File: src/common/ssp_defs.vh
// Constants for the shared speaker line phasing block
`ifndef SSP_DEFS_VH
`define SSP_DEFS_VH
`define SSP_PH_W      2
`define SSP_PH0       2'h0
`define SSP_PH1       2'h1
`define SSP_PH2       2'h2
`define SSP_PH3       2'h3
`define SSP_ST_W      2
`define SSP_ST_IDLE   2'h0
`define SSP_ST_WAIT   2'h1
`define SSP_ST_RUN    2'h2
`define SSP_BIT_RESET 1'h0
`endif

File: src/core/ssp_sync2.v
// Two-flop synchroniser for a group of pin levels
module ssp_sync2 #(
  parameter WIDTH = 1
) (
  input  wire             i_ref_clk,
  input  wire             i_resetn,
  input  wire [WIDTH-1:0] i_async,
  output wire [WIDTH-1:0] o_sync
);
  reg [WIDTH-1:0] stage1;
  reg [WIDTH-1:0] stage2;

  always @(posedge i_ref_clk or negedge i_resetn) begin
    if (!i_resetn) begin
      stage1 <= {WIDTH{1'b0}};
      stage2 <= {WIDTH{1'b0}};
    end else begin
      stage1 <= i_async;
      stage2 <= stage1;
    end
  end

  assign o_sync = stage2;
endmodule // ssp_sync2

File: src/core/ssp_phasing.v
// Slave-side phasing of the shared speaker line, oversampling the bus clock
`include "ssp_defs.vh"

// Notes on behaviour
// - Hard reset tristates the speaker output until this slave is both aligned and enabled.
// - First address latch strobe aligns to bus clock; four phases 0 to 3.
// - Rising edge starting phase 0: capture line level; host releases.
// - During phases 0 and 3 the slave output stays tristated.
// - Falling edge starting phase 1: sample the local audio source.
// - Phase 1: if source changed, drive inverse of phase 0 level.
// - Rising edge starting phase 2: both release; host captures level.
// - During phase 2 nobody drives the speaker line.
// - Stop-clock with both stop flags high: output held tristated.
// - Alignment kept through stop-clock; no realignment on later strobes.
// - Line never undriven by all parties beyond 1.5 bus-clock periods.
module ssp_phasing (
  input  wire i_ref_clk,
  input  wire i_resetn,
  input  wire i_bus_clock_line,
  input  wire i_addr_latch_strobe,
  input  wire i_stop_active_flag,
  input  wire i_stop_ready_flag,
  input  wire i_share_enable,
  input  wire i_audio_source,
  input  wire i_shared_speaker_line,
  output reg  o_speaker_output_pin,
  output reg  o_speaker_output_oe,
  output wire [`SSP_PH_W-1:0] o_phase,
  output wire o_aligned
);
  wire [4:0] pins_sync;
  wire       clk_s;
  wire       ale_s;
  wire       stop_s;
  wire       ready_s;
  wire       line_s;

  // Bus clock, strobe, stop flags and line cross two flops; audio source and enable do not; the bus clock is a sampled level here
  ssp_sync2 #(
    .WIDTH (5)
  ) u_sync (
    .i_ref_clk (i_ref_clk),
    .i_resetn  (i_resetn),
    .i_async   ({i_bus_clock_line, i_addr_latch_strobe, i_stop_active_flag,
                 i_stop_ready_flag, i_shared_speaker_line}),
    .o_sync    (pins_sync)
  );

  assign clk_s   = pins_sync[4];
  assign ale_s   = pins_sync[3];
  assign stop_s  = pins_sync[2];
  assign ready_s = pins_sync[1];
  assign line_s  = pins_sync[0];

  reg                  clk_d;
  reg                  ale_d;
  reg [`SSP_ST_W-1:0]  state;
  reg [`SSP_ST_W-1:0]  next_state;
  reg [`SSP_PH_W-1:0]  phase;
  reg [`SSP_PH_W-1:0]  next_phase;
  reg                  line_ph0;
  reg                  audio_prev;
  reg                  audio_seen;
  reg                  toggle_req;
  reg                  next_drive;
  reg                  next_oe;

  // Alignment states
  localparam [`SSP_ST_W-1:0] ST_IDLE = `SSP_ST_IDLE;
  localparam [`SSP_ST_W-1:0] ST_WAIT = `SSP_ST_WAIT;
  localparam [`SSP_ST_W-1:0] ST_RUN  = `SSP_ST_RUN;

  // Phase decode shared by capture, sampling and drive logic
  function is_phase;
    input [`SSP_PH_W-1:0] cur;
    input [`SSP_PH_W-1:0] want;
    begin
      is_phase = (cur == want);
    end
  endfunction

  wire clk_rise = clk_s & ~clk_d;
  wire clk_fall = ~clk_s & clk_d;
  wire ale_rise = ale_s & ~ale_d;
  wire aligned  = (state == ST_RUN);
  wire stopped  = stop_s & ready_s;

  // Edges that open a phase; first_ph0 only in ST_WAIT, the others only once aligned
  wire first_ph0 = (state == ST_WAIT) & clk_rise;
  wire open_ph0  = aligned & clk_rise & is_phase(phase, `SSP_PH3);
  wire open_ph1  = aligned & clk_fall & is_phase(phase, `SSP_PH0);
  wire open_ph2  = aligned & clk_rise & is_phase(phase, `SSP_PH1);

  // Stop-clock and enable win over a pending toggle
  wire may_drive = aligned & i_share_enable & ~stopped;

  assign o_phase   = phase;
  assign o_aligned = aligned;

  // Alignment: first strobe arms, next rising bus clock starts phase 0
  always @* begin
    next_state = state;
    case (state)
      ST_IDLE: begin
        if (ale_rise) begin
          next_state = ST_WAIT;
        end
      end
      ST_WAIT: begin
        if (clk_rise) begin
          next_state = ST_RUN;
        end
      end
      // Never realign once running
      // Later strobes, stop-clock or not, are ignored here on purpose
      ST_RUN: begin
        next_state = ST_RUN;
      end
      default: begin
        next_state = ST_IDLE;
      end
    endcase
  end

  // Each bus-clock edge opens the next phase
  // Counting goes on in stop-clock, so alignment survives it
  always @* begin
    next_phase = phase;
    if (first_ph0) begin
      next_phase = `SSP_PH0;
    end else if (aligned && (clk_rise || clk_fall)) begin
      next_phase = phase + 2'h1;
    end
  end

  always @(posedge i_ref_clk or negedge i_resetn) begin
    if (!i_resetn) begin
      clk_d <= 1'b0;
      ale_d <= 1'b0;
      state <= ST_IDLE;
      phase <= `SSP_PH3;
    end else begin
      clk_d <= clk_s;
      ale_d <= ale_s;
      state <= next_state;
      phase <= next_phase;
    end
  end

  // Source sampling and line capture, on the edges opening phases 0 and 1
  always @(posedge i_ref_clk or negedge i_resetn) begin
    if (!i_resetn) begin
      line_ph0   <= `SSP_BIT_RESET;
      audio_prev <= `SSP_BIT_RESET;
      audio_seen <= 1'b0;
      toggle_req <= 1'b0;
    end else begin
      if (open_ph0 || first_ph0) begin
        line_ph0 <= line_s;
      end
      if (open_ph1) begin
        audio_prev <= i_audio_source;
        audio_seen <= 1'b1;
        // Change since last phase 1
        // First phase 1 has no earlier sample, so it never toggles
        toggle_req <= audio_seen & (i_audio_source != audio_prev);
      end
    end
  end

  // Drive only during phase 1 and only with a pending change
  always @* begin
    next_drive = o_speaker_output_pin;
    next_oe    = 1'b0;
    // Drive inverse of phase 0 level
    if (may_drive && is_phase(phase, `SSP_PH1) && toggle_req) begin
      next_drive = ~line_ph0;
      next_oe    = 1'b1;
    end
    // Phases 0 and 3 leave next_oe low
    // Phase 2 leaves next_oe low as well
    // Release on edge into phase 2
    if (open_ph2) begin
      next_oe = 1'b0;
    end
    if (stopped) begin
      next_oe = 1'b0;
    end
    if (!i_share_enable) begin
      next_oe = 1'b0;
    end
  end

  // Register the pin; adds a few ns lag, well inside the 1.5-period float
  always @(posedge i_ref_clk or negedge i_resetn) begin
    if (!i_resetn) begin
      o_speaker_output_pin <= `SSP_BIT_RESET;
      o_speaker_output_oe  <= 1'b0;
    end else begin
      o_speaker_output_pin <= next_drive;
      // Drive window bounded by phase 1
      o_speaker_output_oe  <= next_oe;
    end
  end
endmodule // ssp_phasing

File: config.mk
export PLATFORM = sky130hd
export DESIGN_NAME = ssp_phasing
export DESIGN_NICKNAME = d
export VERILOG_FILES = /design/src/core/ssp_sync2.v /design/src/core/ssp_phasing.v
export VERILOG_INCLUDE_DIRS = /design/src /design/src/common
export SDC_FILE = /design/constraint.sdc
export NUM_CORES = 1
export LEC_CHECK = 0
export BUFFER_PORTS_ARGS = -buffer_cell sky130_fd_sc_hd__buf_2
export CAP_MARGIN = 20
export CORE_MARGIN = 10
export CORE_UTILIZATION = 55
export DETAILED_ROUTE_END_ITERATION = 12
export PLACE_DENSITY = 0.76
export SETUP_SLACK_MARGIN = 0.15
export SYNTH_ARGS = -nofsm -noshare
export SYNTH_HDL_FRONTEND = slang
export SYNTH_SLANG_ARGS = --single-unit
File: constraint.sdc
create_clock -name i_ref_clk -period 3.07 [get_ports i_ref_clk]
set_clock_uncertainty 0.05 [all_clocks]
set_input_delay 0.1535 -clock i_ref_clk [delete_from_list [all_inputs] [get_ports i_ref_clk]]
set_output_delay 0.1535 -clock i_ref_clk [all_outputs]
set_load 0.02 [all_outputs]
## Yosys cells after proc, flatten, opt, wreduce, memory -nomap -nowiden

Index checks and enable logic that the tools add are counted.

- Bits in registers: 22
- Latch bits: 0
- RAM bits: 0
- Memory bits (read-only): 0
- Bits of input ports: 9
- Output and inout port bits: 5
- Memories: 0

- Add/subtract/negate cells: 1
- Multiply operators: 0
- Divide/modulo/power cells: 0
- Order comparisons: 0
- Eq/ne operators: 7
- Shift operators: 0
- Mux-type cells: 9
- Bitwise operators: 18
- Reductions and logical operators: 9

Operators with widths:

| operator | number |
|---|---|
| 1-bit bitwise AND | 13 |
| 2-bit 2-to-1 mux | 4 |
| 2-bit case mux with 3 select lines | 1 |
| 1-bit NOT | 5 |
| 2-bit by 1-bit equality test with 1-bit output, second input constant | 2 |
| 2-bit equality test, second input constant | 2 |
| 2-bit logical NOT | 2 |
| 1-bit 2-to-1 mux | 4 |
| 2-bit inequality test, second input constant | 2 |
| 1-bit logical AND | 3 |
| 2-bit by 1-bit adder with 2-bit output, second input constant | 1 |
| 1-bit logical OR | 2 |
| 2-bit AND reduction | 1 |
| 2-bit nonzero test | 1 |
| 1-bit inequality test | 1 |

## Logic depth before layout (Yosys ltp)

- Word-level depth: 9
- Depth in mapped cells: 5
- Depth with buffers taken out: 5

## Cells and area by module

Synthesis repeated with hierarchy kept, for this count alone.

- Cells, all modules: 62
- Area total of the unflattened synthesis: 868.3 um^2

By module, submodules not included:

| module | instances | cells each | area an instance (um^2) | sequential area each (um^2) |
|---|---|---|---|---|
| ssp_phasing | 1 | 52 | 618.1 | 302.8 |
| ssp_sync2 | 1 | 10 | 250.2 | 250.2 |

## Worst setup path after synthesis

Ideal clock, no wire load.

- Path type: register to register
- Start: reg state[0]
- End: reg line_ph0
- Setup time: 125 ps
- Arrival time: 1,330 ps
- Data required time: 2,895 ps
- Setup slack: 1,565 ps
- Stages on the path, launching flop included: 6
- Buffers on the path: 0
- Clock period less this slack: 1,505 ps
- Cell sequence: dfrtp_1 inv_1 ha_1 a21oi_1 nor2b_1 mux2_2

- Longest elaborated chain between the ends: 4

RTL lines:

| what | line | RTL |
|---|---|---|
| start, declared | ssp_phasing.v:57 | `` reg [`SSP_ST_W-1:0] state; `` |
| start signal, assigned | ssp_phasing.v:145 | `state <= next_state;` |
| 2-bit equality test | ssp_phasing.v:85 | `wire aligned = (state == ST_RUN);` |
| via o_aligned | ssp_phasing.v:29 | `output wire o_aligned` |
| 1-bit bitwise AND (2 in series) | ssp_phasing.v:90 | `` wire open_ph0 = aligned & clk_rise & is_phase(phase, `SSP_PH3); `` |
| 1-bit logical OR | ssp_phasing.v:158 | `if (open_ph0 \|\| first_ph0) begin` |
| end signal, assigned | ssp_phasing.v:153 | `` line_ph0 <= `SSP_BIT_RESET; `` |
| end signal, assigned | ssp_phasing.v:159 | `line_ph0 <= line_s;` |
| end, declared | ssp_phasing.v:61 | `reg line_ph0;` |

The timed path passes the listed nets, and every way through them passes these cells.
A chain may end at the register's enable or synchronous reset.

## Worst setup path in the final report

- Start: reg state[1]
- End: reg state[0]

- Longest elaborated chain between the ends: 3

RTL lines:

| what | line | RTL |
|---|---|---|
| 2-bit by 1-bit equality test with 1-bit output / 2-bit logical NOT (equally long branches) | ssp_phasing.v:103 | `case (state)` |
| 2-bit inequality test (no line) | -- |  |
| 2-bit AND reduction (no line) | -- |  |

Several ways; a longest one is shown, not always the timed one.

==> impl_metrics.toml <==
[status]
status = "finished, final reports clean"

[power]
p_int_uw = 570
cellPowerDensity_nw_per_um2 = 812
p_switching_uw = 283
clkPwrFrac_pct = 17.9
power.leakage_nw = 0.531
swShare_pct = 33.2
irDropWorstVdd_v = 0.000517
sequentialPowerShare_pct = 48.9
comb_power_share_pct = 33.2

[place]
place_inst = 91
io_buffer_count = 13
gp_congestion = 0.747
hpwlAfterDp_um = 983

[logic_synthesis]
synth-async-reset-ratio_pct = 100
synth_ff_type = "dfrtp_1"
synth_area_leaders = "dfrtp_1 58%, ha_1 13%, dfstp_2 6.1%, inv_1 3.0%, mux2_1 2.6%"
ys_top_cells_by_count = "20 x dfrtp_1, 9 x ha_1, 7 x inv_1, 3 x a21oi_1"
netlist.area_leader.share_pct = 57.6
synth-seq-cells = 22
syn_inst = 62
ys_seq_area_share_pct = 63.7
syn_area_per_cell_um2 = 14.0
ys_types = 21
yosys_warnings = 0
synth.most_common_cell = "dfrtp_1"
synth_edf_count = 0
synth_area_leader_cell = "dfrtp_1"
syn-num-nets = 80
netlist_area_um2 = 868

[timing]
tightestPinTransition_ns = 0.466
hold_viol = 0
setup_viol = 0
finalCritPeriodShare_pct = 49.6
slew_headroom_pct = 68.9
fin_setup_tns_ns = 0
drv_slew = 0
period_minus_slack_ns = 1.52
max_freq_ghz = 0.656
rsz0062_at_grt = "false"

[routing]
antenna_left = 0
first_iter_violations = 4
routed_wl_um = 1410
viasPerCell = 4.77
post_drt_wl_per_cell_um = 14.0
drcViolationCount = 0
num_vias = 482
first_pass_iters = 2

[run]
drv_cap = 0

[layout]
antenna-diode-count = 0
instances_no_fill = 101
layout.nets = 104
synthToLayoutAreaGrowth_pct = 20.9
drive_gt1_share_pct = 27.1
fillerInstances = 110

[global_route]
antenna_found_initial = 0
track_usage_pct = 8.86
grt_max_degree = 23
grt_overflow = 0
grt_pass1_wl_um = 2420
grt_pass1_vias = 554

[setup_path]
crit_arrival_ns = 1.66
crit_path_start_kind = "register"
crit_path_end_kind = "register"
path_class = "register to register"
required_ns = 3.20
crit_fanout = 4

[worst_hold_path]
min_path_type = "primary input to register"

[clocking]
htreeDepth = 1
ctsLongestPathBuffers = 2
path_clk_slew_ns = 0.11
cts_tree = "yes"
cts_root_buf = "clkbuf_4"
cts_sinks = 22
numCtsBuffers = 3
clk_latency_ns = 0.29

[floorplan]
initial_core_util_pct = 57.6
dieWidth_um = 59.7
die_area_um2 = 3570
rows = 14
core_area_um2 = 1510
die_h_um = 59.7
io_pins = 14
[kinds of logic (layout without fill, tap and decap cells)]
| group | after synthesis | after routing | share of synthesized area (%) |
|---|---|---|---|
| compound gates | 6 | 6 | 4.18 |
| mux | 6 | 6 | 7.49 |
| buf+inv | 7 | 30 | 3.03 |
| fa+ha+maj | 9 | 9 | 13.0 |
| xor+xnor | 2 | 2 | 2.02 |
| simple gates | 10 | 10 | 6.63 |
| flops | 22 | 22 | 63.7 |
[power by group through the flow]
stage          Combinational [mW]  Clock, mW  Sequential (mW)
2_1_floorplan               0.180          0            0.436
3_3_place_gp                0.273          0            0.416
3_5_place_dp                0.281          0            0.422
4_1_cts                     0.294      0.162            0.418
5_1_grt                     0.331      0.165            0.427
6_report                    0.283      0.152            0.417
[through the flow]
step	total power, mW	area, µm²	hold WS (ns)	util (%)	setup WS [ns]
final	0.852	1050	0.0632	69.7	1.55
after global routing	0.923	1050	0.0669	69.7	1.48
after CTS	0.873	1050	0.0546	69.7	1.53
after detailed placement	0.703	953	0.0843	63.3	1.57
after global placement	0.689	953	0.0837	63.3	1.58
after floorplan	0.616	868	-0.192	-	1.57
[metal layers]
metal,track usage [%],part of all wire [%]
met2,14.6,49
met3,2.54,5.8
met5,0,0
met4,3.85,0.85
met1,10.4,44
[cell type report]
cell class | instances | area [µm²] | share of cell area (%)
tap | 16 | 20.0 | 1.91
inverter | 7 | 26.3 | 2.50
sequential | 22 | 553 | 52.7
multi-input combinational | 33 | 289 | 27.5
timing repair buffer | 19 | 125 | 11.9
clock buffer | 4 | 36.3 | 3.46
[layout by cell type (no fill, tap or decap)]
cell type,count
dfrtp_1,20
and2b_1,1
nand2_1,2
a21o_1,1
a21oi_1,3
nor2b_2,1
inv_1,7
clkbuf_8,1
clkbuf_4,3
mux2i_1,2
nand2b_1,2
xor2_1,1
dlygate4sd3_1,6
buf_2,13
mux2_1,2
dfstp_2,2
nor2_1,1
ha_1,9
xnor2_1,1
a21oi_2,1
o21ai_0,1
mux2_2,2
nand4_1,1
nor2b_1,1
nand3_1,1
[worst paths after layout]
kind                                       startpoint                          to  slack (ns)  cells after the start
max in group asynchronous                    i_resetn      o_phase[0]$_DFFE_PN1P_        2.35                      2
max reg2reg                      state[1]$_DFFE_PN0P_        state[0]$_DFFE_PN0P_        1.55                      5
min                                    i_audio_source      audio_prev$_DFFE_PN0P_        0.06                      2
min reg2reg                u_sync.stage1[1]$_DFF_PN0_  u_sync.o_sync[1]$_DFF_PN0_        0.31                      0
max                              state[1]$_DFFE_PN0P_        state[0]$_DFFE_PN0P_        1.55                      5
min in group asynchronous                    i_resetn        state[1]$_DFFE_PN0P_        0.27                      2
[worst max-delay path, stage by stage, from the launching register on]
cell	delay (ns)
dfrtp_1	0.39
inv_1	0.09
ha_1	0.23
nor2b_2	0.17
a21oi_2	0.14
mux2_1	0.35
[timing repair]
action	4_1_cts	5_1_grt
hold buffers	6	0
hold endpoints to repair	25	0
buffers inserted	0	0
gates resized for setup	0	0
[flip-flops by register name, indices dropped and copies added (netlist names), 2 cells and up]
| name | cells |
|---|---|
| o_phase | 2 |
| state | 2 |
| u_sync.o_sync | 5 |
| u_sync.stage1 | 5 |
Power figures use the tool's default switching activity.
